--- config.mk ---
export PLATFORM = sky130hd
export DESIGN_NAME = iesa_ctrl_status
export DESIGN_NICKNAME = d
export VERILOG_FILES = /design/src/verilog/iesa_pkg.sv /design/src/verilog/iesa_ctrl_status.sv
export SDC_FILE = /design/constraint.sdc
export NUM_CORES = 1
export LEC_CHECK = 0
export BUFFER_PORTS_ARGS = -buffer_cell sky130_fd_sc_hd__buf_2
export CAP_MARGIN = 20
export CORE_UTILIZATION = 28
export DETAILED_ROUTE_END_ITERATION = 6
export HOLD_SLACK_MARGIN = 0.08
export PLACE_DENSITY_LB_ADDON = 0.3
export SKIP_CTS_REPAIR_TIMING = 1
export SYNTH_ARGS = -nofsm -noshare
export SYNTH_HDL_FRONTEND = slang
export SYNTH_SLANG_ARGS = --single-unit
--- constraint.sdc ---
create_clock -name aclk -period 5.1 [get_ports aclk]
set_input_delay 0.765 -clock aclk [delete_from_list [all_inputs] [get_ports aclk]]
set_output_delay 0.765 -clock aclk [all_outputs]
set_load 0.01 [all_outputs]
--- src/verilog/iesa_pkg.sv ---
// Package: register map, reset values and carrier types for the enable/status/abort block
package iesa_pkg;

  // Register byte offsets on the AXI4-Lite bus
  localparam logic [7:0] OFF_TX_ABORT_CLEAR  = 8'h54;  // Read clears abort irq and cause
  localparam logic [7:0] OFF_GENERAL_CALL_IRQ_CLEAR  = 8'h68;  // general_call_clear
  localparam logic [7:0] OFF_ENABLE          = 8'h6c;  // controller_enable
  localparam logic [7:0] OFF_STATUS          = 8'h70;  // controller_status
  localparam logic [7:0] OFF_TX_LEVEL        = 8'h74;  // transmit_fifo_level
  localparam logic [7:0] OFF_RX_LEVEL        = 8'h78;  // receive_fifo_level
  localparam logic [7:0] OFF_HOLD            = 8'h7c;  // data_hold_time
  localparam logic [7:0] OFF_ABORT_CAUSE     = 8'h80;  // transmit_abort_cause

  // Field positions in controller_enable
  localparam int ENA_ON_BIT    = 0;
  localparam int ENA_ABORT_BIT = 1;

  // Field positions in controller_status
  localparam int ST_ACTIVITY   = 0;
  localparam int ST_TX_SPACE   = 1;
  localparam int ST_TX_EMPTY   = 2;
  localparam int ST_RX_NONEMPT = 3;
  localparam int ST_RX_FULL    = 4;
  localparam int ST_MST_BUSY   = 5;
  localparam int ST_SLV_BUSY   = 6;

  // Field positions in transmit_abort_cause
  localparam int CAUSE_FLUSH_LSB = 24;
  localparam int CAUSE_FLUSH_W   = 8;
  localparam int CAUSE_BITS_W    = 17;  // Cause flags occupy bits 16..0

  // FIFO geometry seen through the level counters
  localparam int         LEVEL_W    = 4;
  localparam logic [3:0] FIFO_DEPTH = 4'h8;

  // Reset values
  localparam logic [15:0] HOLD_RESET   = 16'h0001;
  localparam logic [6:0]  STATUS_RESET = 7'h06;  // Tx empty and tx has space

  // AXI response codes
  localparam logic [1:0] RESP_OKAY   = 2'h0;
  localparam logic [1:0] RESP_SLVERR = 2'h2;

  // Events and state reported by the protocol engine
  typedef struct packed {
    logic                    master_fsm_busy;   // Master machine not idle
    logic                    slave_fsm_busy;    // Slave machine not idle
    logic [LEVEL_W-1:0]      tx_level_count;    // Entries in transmit FIFO
    logic [LEVEL_W-1:0]      rx_level_count;    // Entries in receive FIFO
    logic                    general_call_seen; // One-cycle general call event
    logic [CAUSE_BITS_W-1:0] abort_cause;       // One-cycle abort cause flags
    logic                    abort_done;        // One-cycle: requested abort finished
  } iesa_engine_s;

  // Controls handed to the protocol engine
  typedef struct packed {
    logic        controller_on;      // Controller enabled
    logic        abort_request;      // Transfer abort in progress
    logic [15:0] data_hold_cycles;   // SDA hold in controller clock periods
  } iesa_ctrl_s;

endpackage : iesa_pkg

--- src/verilog/iesa_ctrl_status.sv ---
// Enable, status, FIFO level, hold time and abort cause registers over AXI4-Lite
// What this block does
// - Reading general call clear drops general_call_irq
// - Abort bit set by write, reads busy
// - Enable bit turns controller on, resets 0
// - Status 6/5 show slave/master busy
// - Status 4 rx full, 3 rx nonempty
// - Status 2 tx empty, resets 1
// - Status 1 tx has space, resets 1
// - Transmit level reads tx entry count
// - Receive level reads rx entry count
// - Hold field sets SDA hold, resets 1
// - Abort captures tx level into 31:24
// - Bit 16 marks software-requested master abort
// - Bit 15 slave read command error
// - Bit 14 slave lost bus transmitting
// - Bit 13 stale tx data flushed
// - Bit 12 arbitration lost
// - Bit 11 master op while master disabled
// - Bits 10/9/8 no repeated start aborts
// - Bits 7/6 start byte, hs code acked
// - Bits 5/4 general call read, unanswered
// - Bit 3 data byte not acknowledged
// - Bit 2 second address byte unanswered
// - Abort clear read drops irq and cause
`timescale 1ns/100ps
module iesa_ctrl_status
  import iesa_pkg::*;
(
  // Clock and reset
  input  wire logic        aclk,
  input  wire logic        aresetn,
  // AXI4-Lite write address
  input  wire logic        awvalid,
  output logic             awready,
  input  wire logic [7:0]  awaddr,
  input  wire logic [2:0]  awprot,
  // AXI4-Lite write data
  input  wire logic        wvalid,
  output logic             wready,
  input  wire logic [31:0] wdata,
  input  wire logic [3:0]  wstrb,
  // AXI4-Lite write response
  output logic             bvalid,
  input  wire logic        bready,
  output logic [1:0]       bresp,
  // AXI4-Lite read address
  input  wire logic        arvalid,
  output logic             arready,
  input  wire logic [7:0]  araddr,
  input  wire logic [2:0]  arprot,
  // AXI4-Lite read data
  output logic             rvalid,
  input  wire logic        rready,
  output logic [31:0]      rdata,
  output logic [1:0]       rresp,
  // Protocol engine side
  input  wire iesa_engine_s engine,
  output iesa_ctrl_s        ctrl,
  output logic              general_call_irq,
  output logic              transmit_abort_irq
);

  // Write channel holding state
  logic        aw_held_reg;     // Write address captured
  logic [7:0]  aw_addr_reg;     // Captured write address
  logic        w_held_reg;      // Write data captured
  logic [31:0] w_data_reg;      // Captured write data
  logic [3:0]  w_strb_reg;      // Captured byte enables
  logic        awready_reg;
  logic        wready_reg;
  logic        bvalid_reg;
  logic [1:0]  bresp_reg;
  // Read channel state
  logic        arready_reg;
  logic        rvalid_reg;
  logic [31:0] rdata_reg;
  logic [1:0]  rresp_reg;
  // Block registers
  logic        on_reg;          // Controller enable
  logic        abort_reg;       // Abort in progress
  logic [15:0] hold_reg;        // SDA hold cycles
  logic [6:0]  status_reg;      // Registered status bits
  logic [LEVEL_W-1:0] tx_level_reg;
  logic [LEVEL_W-1:0] rx_level_reg;
  logic [31:0] cause_reg;       // Abort cause and flush count
  logic        gen_irq_reg;     // Raw general call interrupt
  logic        abrt_irq_reg;    // Raw transmit abort interrupt
  // Decoded strobes
  logic        do_write;        // Both halves of a write present
  logic        ar_take;         // Read address accepted this edge
  logic        abort_event;     // Any abort cause fired
  logic [31:0] read_mux;        // Data for the accepted read
  logic [1:0]  read_resp;       // Response for the accepted read
  logic        sw_abort_hit;    // Software writes 1 to abort bit

  // Port drive straight from flops
  assign awready            = awready_reg;
  assign wready             = wready_reg;
  assign bvalid             = bvalid_reg;
  assign bresp              = bresp_reg;
  assign arready            = arready_reg;
  assign rvalid             = rvalid_reg;
  assign rdata              = rdata_reg;
  assign rresp              = rresp_reg;
  assign ctrl.controller_on    = on_reg;
  assign ctrl.abort_request    = abort_reg;
  assign ctrl.data_hold_cycles = hold_reg;
  assign general_call_irq   = gen_irq_reg;
  assign transmit_abort_irq = abrt_irq_reg;

  // Commit only once address and data are both held and no response is pending
  assign do_write    = aw_held_reg && w_held_reg && !bvalid_reg;
  assign ar_take     = arvalid && arready_reg;
  assign abort_event = |engine.abort_cause;
  assign sw_abort_hit = do_write && (aw_addr_reg == OFF_ENABLE) && w_strb_reg[0]
                        && w_data_reg[ENA_ABORT_BIT];

  // Write address channel: one address held until the write commits
  always_ff @(posedge aclk)
  begin
    if (!aresetn)
    begin
      aw_held_reg <= 1'b0;
      aw_addr_reg <= 8'h00;
      awready_reg <= 1'b1;
    end
    else if (awvalid && awready_reg)
    begin
      aw_held_reg <= 1'b1;
      aw_addr_reg <= awaddr;
      awready_reg <= 1'b0;
    end
    else if (do_write)
    begin
      aw_held_reg <= 1'b0;
    end
    else if (bvalid_reg && bready)
    begin
      // Ready again only after the response is gone, one write at a time
      awready_reg <= 1'b1;
    end
  end

  // Write data channel: independent of the address, either may come first
  always_ff @(posedge aclk)
  begin
    if (!aresetn)
    begin
      w_held_reg <= 1'b0;
      w_data_reg <= 32'h0000_0000;
      w_strb_reg <= 4'h0;
      wready_reg <= 1'b1;
    end
    else if (wvalid && wready_reg)
    begin
      w_held_reg <= 1'b1;
      w_data_reg <= wdata;
      w_strb_reg <= wstrb;
      wready_reg <= 1'b0;
    end
    else if (do_write)
    begin
      w_held_reg <= 1'b0;
    end
    else if (bvalid_reg && bready)
    begin
      wready_reg <= 1'b1;
    end
  end

  // Write response: writes to read-only words are ignored but acknowledged
  always_ff @(posedge aclk)
  begin
    if (!aresetn)
    begin
      bvalid_reg <= 1'b0;
      bresp_reg  <= RESP_OKAY;
    end
    else if (do_write)
    begin
      bvalid_reg <= 1'b1;
      unique case (aw_addr_reg)
        OFF_TX_ABORT_CLEAR, OFF_GENERAL_CALL_IRQ_CLEAR, OFF_ENABLE, OFF_STATUS,
        OFF_TX_LEVEL, OFF_RX_LEVEL, OFF_HOLD, OFF_ABORT_CAUSE:
          bresp_reg <= RESP_OKAY;
        default:
          bresp_reg <= RESP_SLVERR;  // Unmapped address
      endcase
    end
    else if (bvalid_reg && bready)
    begin
      bvalid_reg <= 1'b0;
    end
  end

  // Enable bit, software owned
  always_ff @(posedge aclk)
  begin
    if (!aresetn)
      on_reg <= 1'b0;
    else if (do_write && (aw_addr_reg == OFF_ENABLE) && w_strb_reg[0])
      on_reg <= w_data_reg[ENA_ON_BIT];
  end

  // Abort bit: a 1 starts it, only the engine finishing ends it;
  // writing 0 cannot cancel an abort already under way
  always_ff @(posedge aclk)
  begin
    if (!aresetn)
      abort_reg <= 1'b0;
    else if (sw_abort_hit)
      abort_reg <= 1'b1;
    else if (engine.abort_done)
      abort_reg <= 1'b0;
  end

  // SDA hold time, byte lanes honoured
  always_ff @(posedge aclk)
  begin
    if (!aresetn)
      hold_reg <= HOLD_RESET;
    else if (do_write && (aw_addr_reg == OFF_HOLD))
    begin
      if (w_strb_reg[0])
        hold_reg[7:0] <= w_data_reg[7:0];
      if (w_strb_reg[1])
        hold_reg[15:8] <= w_data_reg[15:8];
    end
  end

  // Status and levels registered from the engine, one cycle behind it
  always_ff @(posedge aclk)
  begin
    if (!aresetn)
    begin
      status_reg   <= STATUS_RESET;
      tx_level_reg <= '0;
      rx_level_reg <= '0;
    end
    else
    begin
      status_reg[ST_SLV_BUSY]   <= engine.slave_fsm_busy;
      status_reg[ST_MST_BUSY]   <= engine.master_fsm_busy;
      status_reg[ST_RX_FULL]    <= (engine.rx_level_count == FIFO_DEPTH);
      status_reg[ST_RX_NONEMPT] <= (engine.rx_level_count != 4'h0);
      status_reg[ST_TX_EMPTY]   <= (engine.tx_level_count == 4'h0);
      status_reg[ST_TX_SPACE]   <= (engine.tx_level_count < FIFO_DEPTH);
      status_reg[ST_ACTIVITY]   <= engine.master_fsm_busy
                                   | engine.slave_fsm_busy;
      tx_level_reg <= engine.tx_level_count;
      rx_level_reg <= engine.rx_level_count;
    end
  end

  // Abort cause: flags accumulate per bit; a new event beats a clearing read
  // in the same cycle so no cause is lost
  always_ff @(posedge aclk)
  begin
    if (!aresetn)
      cause_reg <= 32'h0000_0000;
    else if (abort_event)
    begin
      // Engine level this edge is the level just before the flush
      cause_reg[CAUSE_FLUSH_LSB +: CAUSE_FLUSH_W] <=
        {{(CAUSE_FLUSH_W-LEVEL_W){1'b0}}, engine.tx_level_count};
      // Bit 16 sw abort, 15 slave read cmd, 14 slave bus lost, 13 stale flush,
      // 12 arbitration, 11 master disabled, 10..8 no repeated start,
      // 7..6 erroneous acks, 5..4 general call, 3 data nack, 2 second addr nack
      if (ar_take && (araddr == OFF_TX_ABORT_CLEAR))
        cause_reg[CAUSE_BITS_W-1:0] <= engine.abort_cause;
      else
        cause_reg[CAUSE_BITS_W-1:0] <= cause_reg[CAUSE_BITS_W-1:0]
                                       | engine.abort_cause;
    end
    else if (ar_take && (araddr == OFF_TX_ABORT_CLEAR))
      cause_reg <= 32'h0000_0000;
  end

  // Raw transmit abort interrupt, set wins over the clearing read
  always_ff @(posedge aclk)
  begin
    if (!aresetn)
      abrt_irq_reg <= 1'b0;
    else if (abort_event)
      abrt_irq_reg <= 1'b1;
    else if (ar_take && (araddr == OFF_TX_ABORT_CLEAR))
      abrt_irq_reg <= 1'b0;
  end

  // Raw general call interrupt, set wins over the clearing read
  always_ff @(posedge aclk)
  begin
    if (!aresetn)
      gen_irq_reg <= 1'b0;
    else if (engine.general_call_seen)
      gen_irq_reg <= 1'b1;
    else if (ar_take && (araddr == OFF_GENERAL_CALL_IRQ_CLEAR))
      gen_irq_reg <= 1'b0;
  end

  // Read data selection from the live address
  always_comb
  begin
    read_mux  = 32'h0000_0000;
    read_resp = RESP_OKAY;
    unique case (araddr)
      OFF_TX_ABORT_CLEAR: read_mux = {31'h0, abrt_irq_reg};
      OFF_GENERAL_CALL_IRQ_CLEAR: read_mux = {31'h0, gen_irq_reg};
      OFF_ENABLE:         read_mux = {30'h0, abort_reg, on_reg};
      OFF_STATUS:         read_mux = {25'h0, status_reg};
      OFF_TX_LEVEL:       read_mux = {28'h0, tx_level_reg};
      OFF_RX_LEVEL:       read_mux = {28'h0, rx_level_reg};
      OFF_HOLD:           read_mux = {16'h0, hold_reg};
      OFF_ABORT_CAUSE:    read_mux = cause_reg;
      default:            read_resp = RESP_SLVERR;  // Unmapped reads as zero
    endcase
  end

  // Read channel: one read in flight, data one cycle after the address
  always_ff @(posedge aclk)
  begin
    if (!aresetn)
    begin
      arready_reg <= 1'b1;
      rvalid_reg  <= 1'b0;
      rdata_reg   <= 32'h0000_0000;
      rresp_reg   <= RESP_OKAY;
    end
    else if (ar_take)
    begin
      arready_reg <= 1'b0;
      rvalid_reg  <= 1'b1;
      rdata_reg   <= read_mux;
      rresp_reg   <= read_resp;
    end
    else if (rvalid_reg && rready)
    begin
      rvalid_reg  <= 1'b0;
      arready_reg <= 1'b1;
    end
  end

endmodule : iesa_ctrl_status

Word level (Yosys, flattened, before mapping)
Index checks and enable logic that the tools add are counted.
W data, S select, Z words.
{"block": "word_totals", "wordCells": 103, "input_bits": 94, "ff_bits": 125}
{"block": "classes", "n_reduce_logical": 32, "n_lt_le_gt_ge": 1, "eq_ne": 19, "bitwise_logic": 2, "muxes": 26}
{"op": "$pmux W28 S8", "count": 1}
{"op": "$eq A8 B7 Y1 const B", "count": 14}
{"op": "$mux W17", "count": 2}
{"op": "$mux W28", "count": 1}
{"op": "$mux W1", "count": 19}
{"op": "$reduce_bool A2 Y1", "count": 9}
{"op": "$or A17 B17 Y17", "count": 1}
{"op": "$reduce_or A17 Y1", "count": 1}
{"op": "$eq A8 B8 Y1 const B", "count": 2}
{"op": "$reduce_or A8 Y1", "count": 2}
{"op": "$logic_and A1 B1 Y1", "count": 13}
{"op": "$reduce_and A2 Y1", "count": 4}
{"op": "$eq A4 B4 Y1 const B", "count": 1}
{"op": "$logic_not A4 Y1", "count": 1}
{"op": "$lt A4 B4 Y1 const B", "count": 1}
{"op": "$mux W2", "count": 2}
{"op": "$mux W4", "count": 1}
{"op": "$ne A2 B1 Y1 const B", "count": 2}
{"op": "$reduce_bool A4 Y1", "count": 1}
{"op": "$logic_not A1 Y1", "count": 1}
{"op": "$or A1 B1 Y1", "count": 1}

Logic depth before layout (Yosys ltp)
Gate-level depths: netlist (run 1).
{"block": "logic_depth", "depth_word": 6, "depth_mapped": 7}

Least setup slack after synthesis (run 1)
OpenSTA, ideal clock, no wires.
{"block": "synth_timing", "path_kind": "input to register", "startpoint": "input port araddr[2]", "endpoint": "register gen_irq_reg, in the netlist general_call_irq", "path_slack_ns": 3.070, "arrival_ns": 1.902, "path_stages": 5, "required_time_ns": 4.972, "setup_ns": 0.128, "cell_sequence": "buf_2 -> or3_1 -> or4_1 -> a21oi_1 -> nor2_1"}
{"block": "synth_via", "elab_chain_cells": 3}
{"item": "start: declaration", "line": "iesa_ctrl_status.sv:50", "rtl": "input wire logic [7:0] araddr,"}
{"item": "$eq A8 B7 Y1", "line": "iesa_ctrl_status.sv:298", "rtl": "else if (ar_take && (araddr == OFF_GENERAL_CALL_IRQ_CLEAR))"}
{"item": "$logic_and A1 B1 Y1", "line": "iesa_ctrl_status.sv:298"}
{"item": "$reduce_bool A2 Y1 (no line)"}
{"item": "end signal: assignment", "line": "iesa_ctrl_status.sv:295", "rtl": "gen_irq_reg <= 1'b0;"}
{"item": "end signal: assignment", "line": "iesa_ctrl_status.sv:297", "rtl": "gen_irq_reg <= 1'b1;"}
{"item": "end signal: assignment", "line": "iesa_ctrl_status.sv:299", "rtl": "gen_irq_reg <= 1'b0;"}
{"item": "end: declaration", "line": "iesa_ctrl_status.sv:87", "rtl": "logic gen_irq_reg;"}
Every way passes these cells.
A chain may end at the register's enable or synchronous reset.

Worst setup path in the final report (run 1)
{"block": "layout_timing", "startpoint": "input port araddr[3]", "endpoint": "register rdata_reg[5], in the netlist rdata[5]"}
{"block": "layout_via", "elab_chain_cells": 2}
{"item": "$eq A8 B8 Y1 / $eq A8 B7 Y1 (equally long branches)", "line": "iesa_ctrl_status.sv:307", "rtl": "unique case (araddr)"}
{"item": "$pmux W28 S8 *", "line": "iesa_ctrl_status.sv:307"}
{"item": "end signal: assignment", "line": "iesa_ctrl_status.sv:334", "rtl": "rdata_reg <= read_mux;"}
{"item": "end: declaration", "line": "iesa_ctrl_status.sv:77", "rtl": "logic [31:0] rdata_reg;"}
Mark *: on every way between the ends. The rest lies on a longest branch, timed or not.

==> impl_metrics.env, run 1 <==
export IMPL_run_status="finished, final reports clean"
export IMPL_floorplan_die_height_um=128.0
export IMPL_tns_ns=0
export IMPL_detail_route_vias_per_cell=4.663
export IMPL_drive_above_1_share_pct=25.89
export IMPL_routed_wirelength_um=12100
export IMPL_grt_pass1_vias=3500
export IMPL_i_o_pin_count=155
export IMPL_yosysWarnings=0
export IMPL_rsz0062_at_grt="false"
export IMPL_power_share_sequential_pct=54.6
export IMPL_placeableCoreArea_um2=15370
export IMPL_first_pass_grt_wire_length_um=18720
export IMPL_top_delay_family_on_crit_path="compound AO/OA/AOI/OAI gates"
export IMPL_async_flop_share_pct=0
export IMPL_netlist_top_cell_by_area="dfxtp_1"
export IMPL_cp_peak_stage_delay_ns=0.61
export IMPL_switching_share_pct=24.48
export IMPL_tritoncts_clock_tree="done"
export IMPL_cp_required_ns=5.30
export IMPL_internal_power_component_uw=1291
export IMPL_worst_r2r_setup_slack_ns=2.74
export IMPL_route_antenna_remaining_nets=0
export IMPL_fp_row_count=45
export IMPL_worstPathCellList="buf_2, nor4_4, and2_1, o21a_4, o21ai_2, o21ai_0"
export IMPL_final_hold_viol_count=0
export IMPL_maxCapViolations=0
export IMPL_tritoncts_num_sinks=112
export IMPL_num_nets_final=683
export IMPL_wire_per_inst_um=15.09
export IMPL_ys_dominant_reg_cell="dfxtp_1"
export IMPL_crit_type="input pin to flop"
export IMPL_setup_viol_count_final=0
export IMPL_clk_insertion_delay_late_ns=0.35
export IMPL_syn_mean_instance_area_um2=9.086
export IMPL_route_vias_total=3740
export IMPL_crit_path_start_kind="input pin"
export IMPL_min_period_ns=2.489
export IMPL_floorplan_initialDensity_pct=28.91
export IMPL_yosys_mux_area_fraction_pct=5.914
export IMPL_drc_errors=0
export IMPL_syn_inst=489
export IMPL_synth_xor_area_share_pct=0
export IMPL_post_route_cell_area_um2=5348
export IMPL_synth_compound_gate_area_share_pct=15.97
export IMPL_relSlewSlack_pct=30.38
export IMPL_maxSlewViolCount=0
export IMPL_layoutNonFillerInstCount=802
export IMPL_powerDensity_nw_per_um2=319.7
export IMPL_post_synth_simple_gate_area_pct=21.57
export IMPL_die_w_um=128.0
export IMPL_main_combinational_cell_family_by_area_after_synthesis="simple AND/OR/NAND/NOR gates"
export IMPL_postPlaceCellArea_um2=5097
export IMPL_crit_fanout=19
export IMPL_worst_slew_pin_slew_ns=1.041
export IMPL_worstPathArrival_ns=2.69
export IMPL_iteration_count_of_the_initial_detailed_routing_pass=4
export IMPL_dp_hpwl_um=9000
export IMPL_worstHoldPathType="flop to flop"
export IMPL_post_route_period_util_pct=48.81
export IMPL_seq_area_frac_synth_pct=50.46
export IMPL_finClkSkew_ns=0.006872
export IMPL_detailedRoute_firstIterationViolations=198
export IMPL_cp_num_buf_inv=1
export IMPL_ctsLongestPathBuffers=2
export IMPL_numCtsBuffers=9
export IMPL_global_route_overflow_total=0
export IMPL_cts_h_tree_depth=3
export IMPL_net_switching_power_uw=418.5
export IMPL_worstSetupEndpointType="flop"
export IMPL_yosys_top_cell_area_share_pct=50.46
export IMPL_grt_max_degree=81
export IMPL_leakage_uw=0.002255
export IMPL_fraction_of_the_mapped_netlist_area_in_adder_cells_pct=0
export IMPL_gp_congestion=0.7831
export IMPL_vdd_drop_max_mv=0.1710
export IMPL_synth_edf_count=0
export IMPL_initial_antenna_violation_count=1
export IMPL_p_total_uw=1710
export IMPL_power_share_clock_pct=37.1
export IMPL_die_area_um2=16380
export IMPL_areaGrowthSynthToFinish_pct=20.36
export IMPL_post_synth_instance_area_um2=4443
export IMPL_synth_distinct_cells=49
export IMPL_global_route_usage_total_pct=15.10
export IMPL_number_of_port_buffers=117
export IMPL_ys_seq_elements=112
export IMPL_place_inst=789
export IMPL_clockRootBuffer="clkbuf_16"
export IMPL_clk_pin_slew_worst_paths_ns=0.07
export IMPL_timing_critical_path_slowest_stage_cell="o21ai_2"
export IMPL_combPwrFrac_pct=8.3
export IMPL_post_synth_main_area_contributors="dfxtp_1 (50%), a21oi_1 (7.2%), nand2_1 (7.0%)"
export IMPL_antenna_diode_instance_count=0
export IMPL_fmaxAchievable_mhz=401.7
-- cells in the final DEF, fill, tap and decap left out, types with 7 or more instances in the layout --
cell type | netlist | layout
a21oi_1 | 64 | 64
a22oi_1 | 12 | 12
and2_1 | 13 | 13
buf_2 | 3 | 117
clkbuf_16 | 0 | 9
conb_1 | 1 | 13
dfxtp_1 | 112 | 112
mux2i_1 | 24 | 24
nand2_1 | 83 | 83
nand2b_1 | 7 | 7
nand3_1 | 9 | 9
nor2_1 | 42 | 42
o21ai_0 | 10 | 10
o21ai_2 | 9 | 9
-- per-stage QoR --
stage | utilization (%) | hold slack (ns) | setup WS, ns
floorplan | - | 0.4311 | 3.070
global placement | 33.16 | 0.4386 | 2.277
detailed placement | 33.16 | 0.4375 | 2.242
CTS | 34.79 | 0.4537 | 2.618
global route | 34.79 | 0.4742 | 2.420
finish | 34.79 | 0.4523 | 2.611
-- power by group through the flow --
stage	clock network [µW]	logic (µW)	registers, µW
global route	689	160	937
finish	635	142	933
global placement	0	139	952
CTS	659	144	933
floorplan	0	89.1	949
detailed placement	0	143	953
-- layout make-up --
| class | instances | area [µm²] |
|---|---|---|
| clock buffers | 10 | 229.0 |
| clock inverters | 3 | 21.27 |
| fillers | 1625 | 10020 |
| inverters | 5 | 18.77 |
| multi-input cells | 343 | 1979 |
| flip-flops and latches | 112 | 2242 |
| well taps | 211 | 264.0 |
| repair buffers | 118 | 593.1 |
-- worst min-delay path, cell delays in order, from the launching register on --
cell and delay [ns]:
dfxtp_1 0.31, nand2_1 0.05, a21oi_1 0.05
-- synth_stat cells, types with 2 or more instances --
| cell | n |
|---|---|
| o21ai_2 | 9 |
| o21ai_1 | 2 |
| nor4_1 | 4 |
| a22o_1 | 3 |
| a222oi_1 | 3 |
| or2_2 | 2 |
| o21ai_0 | 10 |
| nand3b_1 | 3 |
| dfxtp_1 | 112 |
| buf_4 | 16 |
| buf_6 | 4 |
| o22ai_1 | 2 |
| nor4b_1 | 2 |
| nand2_1 | 83 |
| nor3_1 | 5 |
| and2_1 | 13 |
| inv_1 | 4 |
| a21oi_1 | 64 |
| clkbuf_1 | 18 |
| and3_1 | 2 |
| a22oi_1 | 12 |
| buf_2 | 3 |
| a211oi_1 | 4 |
| nand3_1 | 9 |
| a221oi_1 | 2 |
| nand4b_1 | 2 |
| nor2_1 | 42 |
| mux2i_1 | 24 |
| nor4_4 | 2 |
| nand2b_1 | 7 |
| nand4_1 | 3 |
-- per-layer routing --
metal | vias up | routed length (µm) | global-route usage [%]
met2 | 105 | 5614 | 24.23
met5 | - | 13 | 0
li1 | 1865 | - | -
met4 | 2 | 252 | 6.505
met1 | 1751 | 5598 | 19.44
met3 | 17 | 622 | 3.422
-- path summary, 6_finish.rpt --
| check | start | end | cells after the start |
|---|---|---|---|
| max | araddr[3] | rdata[5] | 6 |
| min | rdata[25] | rdata[25] | 2 |
| max reg2reg | arready | cause_reg[13] | 4 |
| min reg2reg | rdata[25] | rdata[25] | 2 |
-- kinds of logic (layout without fill, tap and decap cells) --
family | after synthesis | after routing
AO/OA/AOI/OAI | 115 | 115
buffers and inverters | 46 | 136
flip-flops | 112 | 112
multiplexers | 25 | 25
other | 1 | 13
AND/OR/NAND/NOR | 190 | 190
Power figures use the tool's default switching activity.
==> run 2, diff against run 1 <==
--- a/config.mk
+++ b/config.mk
@@ -5,6 +5,7 @@
 export SDC_FILE = /design/constraint.sdc
 export NUM_CORES = 1
 export LEC_CHECK = 0
+export ABC_AREA = 1
 export BUFFER_PORTS_ARGS = -buffer_cell sky130_fd_sc_hd__buf_2
 export CAP_MARGIN = 20
 export CORE_UTILIZATION = 28
==> constraint.sdc (replaced) <==
create_clock -name aclk -period 2.1 [get_ports aclk]
set_input_delay 0.315 -clock aclk [delete_from_list [all_inputs] [get_ports aclk]]
set_output_delay 0.315 -clock aclk [all_outputs]
set_load 0.01 [all_outputs]
==> impl_metrics.env, run 2 <==
export IMPL_first_pass_grt_wire_length_um=19690
export IMPL_wire_per_inst_um=13.32
export IMPL_run_status="finished, final reports clean"
export IMPL_tns_ns=0
export IMPL_whs_endpoint="status_reg[2]"
export IMPL_clk_insertion_delay_late_ns=0.35
export IMPL_leakage_uw=0.002633
export IMPL_grt_pass1_vias=3695
export IMPL_maxSlewViolCount=0
export IMPL_worstHoldPathType="input pin to flop"
export IMPL_final_common_cell="buf_2"
export IMPL_synthTopCellsByCount="dfxtp_1 (112), nand2_1 (102), nor2_1 (60)"
export IMPL_routed_wirelength_um=12330
export IMPL_grt_max_degree=36
export IMPL_crit_path_start_kind="flop"
export IMPL_worstHoldStart="engine[26]"
export IMPL_synth_edf_count=0
export IMPL_initial_antenna_violation_count=0
export IMPL_syn_inst=598
export IMPL_worst_slew_pin_slew_ns=0.5192
export IMPL_fillCellCount=1751
export IMPL_floorplan_die_height_um=131.4
export IMPL_yosysWarnings=0
export IMPL_reg2reg_to="hold_reg[10]"
export IMPL_maxCapViolations=0
export IMPL_num_nets_final=799
export IMPL_cts_h_tree_depth=3
export IMPL_powerDensity_nw_per_um2=804.6
export IMPL_final_hold_viol_count=0
export IMPL_worst_hold_path_num_cells=2
export IMPL_post_synth_main_area_contributors="dfxtp_1 (48%), nand2_1 (8.2%), o21ai_0 (6.2%)"
export IMPL_drive_above_1_share_pct=27.89
export IMPL_worstPathArrival_ns=1.83
export IMPL_worstPathCellList="nor2_1, nand3_1, nor2_2, nand3_2, o21ai_0, a21oi_1"
export IMPL_async_flop_share_pct=0
export IMPL_die_w_um=131.4
export IMPL_areaGrowthSynthToFinish_pct=21.88
export IMPL_vdd_drop_max_mv=0.3758
export IMPL_route_antenna_remaining_nets=0
export IMPL_post_route_cell_area_um2=5714
export IMPL_route_vias_total=3956
export IMPL_ys_dominant_reg_cell="dfxtp_1"
export IMPL_cp_peak_stage_delay_ns=0.33
export IMPL_ys_seq_elements=112
export IMPL_iteration_count_of_the_initial_detailed_routing_pass=5
export IMPL_finClkSkew_ns=0.008556
export IMPL_ctsLongestPathBuffers=2
export IMPL_crit_type="flop to flop"
export IMPL_dp_hpwl_um=9103
export IMPL_clockRootBuffer="clkbuf_16"
export IMPL_post_route_period_util_pct=76.09
export IMPL_placeableCoreArea_um2=16120
export IMPL_post_synth_top_count_cell="dfxtp_1"
export IMPL_syn_mean_instance_area_um2=7.840
export IMPL_gp_congestion=0.7598
export IMPL_worst_setup_path_startpoint="aw_addr_reg[0]"
export IMPL_crit_fanout=16
export IMPL_tritoncts_clock_tree="done"
export IMPL_yosys_top_cell_area_share_pct=47.82
export IMPL_drc_errors=0
export IMPL_numCtsBuffers=9
export IMPL_timing_critical_path_slowest_stage_cell="o21ai_0"
export IMPL_netlist_top_cell_by_area="dfxtp_1"
export IMPL_fp_row_count=46
export IMPL_detail_route_vias_per_cell=4.272
export IMPL_worstReg2RegStart="aw_addr_reg[0]"
export IMPL_fmaxAchievable_mhz=625.8
export IMPL_min_period_ns=1.598
export IMPL_setup_viol_count_final=0
export IMPL_global_route_overflow_total=0
export IMPL_die_area_um2=17260
export IMPL_most_common_layout_cells="buf_2 (117), dfxtp_1 (112), nand2_1 (102), nor2_1 (60), o21ai_0 (58)"
export IMPL_clk_pin_slew_worst_paths_ns=0.08
export IMPL_i_o_pin_count=155
export IMPL_global_route_usage_total_pct=14.65
export IMPL_relSlewSlack_pct=65.17
export IMPL_antenna_diode_instance_count=0
export IMPL_detailedRoute_firstIterationViolations=223
export IMPL_number_of_port_buffers=117
export IMPL_floorplan_initialDensity_pct=29.09
export IMPL_tritoncts_num_sinks=112
export IMPL_synth_distinct_cells=37
export IMPL_rsz0062_at_grt="false"
export IMPL_worst_r2r_cell_count=6
export IMPL_seq_area_frac_synth_pct=47.82
export IMPL_worstSetupEndpointType="flop"
export IMPL_cp_required_ns=2.33
export IMPL_final_core_utilization_pct=35.46
export IMPL_post_synth_instance_area_um2=4688
export IMPL_postPlaceCellArea_um2=5385
export IMPL_worst_r2r_setup_slack_ns=0.50
==> run 2: cell types whose count changed in the layout (fill, tap and decap cells not counted), moves of 11 or more <==
cell,before,now
a22oi_1,12,0
o21ai_0,10,58
and2_1,13,0
a21oi_2,0,14
mux2i_1,24,0
nor2_1,42,60
nand2_1,83,102
nand3_1,9,32
a21oi_1,64,53
nand2_2,0,12
inv_1,4,57
==> run 2: critical path: cells and delay by family (launching register included) <==
family | cells | cell delay, ns
AOI/OAI and AO/OA | 2 | 0.39
DFF | 1 | 0.32
and+or+nand+nor | 4 | 0.75
==> run 2: cell families after synthesis <==
group | count (synthesis) | synth area share (%)
and+or+nand+nor | 235 | 23.17
AOI/OAI and AO/OA | 143 | 17.51
DFF | 112 | 47.82
buffers and inverters | 107 | 11.42
other | 1 | 0.07999
==> run 2: final cells by class <==
cell class	count	area, µm²	share of cell area, %
Multi-Input combinational cell	391	1956	34.22
Clock inverter	6	90.09	1.577
Tap cell	216	270.3	4.730
Clock buffer	10	239.0	4.182
Timing Repair Buffer	126	665.6	11.65
Inverter	65	251.5	4.401
Sequential cell	112	2242	39.24
==> run 2: how the worst max path moves through the flow <==
stage	depth (start not counted)	endpoint
floorplan	7	hold_reg[7]
global placement	6	hold_reg[10]
detailed placement	8	rdata[2]
CTS	6	hold_reg[10]
global route	6	hold_reg[9]
finish	6	hold_reg[10]
==> run 2: report_power, final <==
part / internal (µW) / switching (µW)
clock network: 1080 / 816
logic: 154 / 255
registers: 2230 / 56.8
total: 3470 / 1130
==> run 2: metal layers <==
metal / GRT usage (%) / part of all wire [%]
met4: 2.713 / 0.32
met5: 0 / 0
met3: 5.015 / 6.4
met1: 19.95 / 50
met2: 22.43 / 43
==> run 2: through the flow <==
step | hold WS (ns) | cells | setup WS, ns | total power [µW]
2_1_floorplan | 0.3914 | 610 | 0.8513 | 2600
3_3_place_gp | 0.4505 | 910 | 0.4854 | 2751
3_5_place_dp | 0.4525 | 910 | 0.4691 | 2755
4_1_cts | 0.1455 | 926 | 0.4865 | 4661
5_1_grt | 0.1519 | 926 | 0.3279 | 4821
6_report | 0.1596 | 926 | 0.5021 | 4598
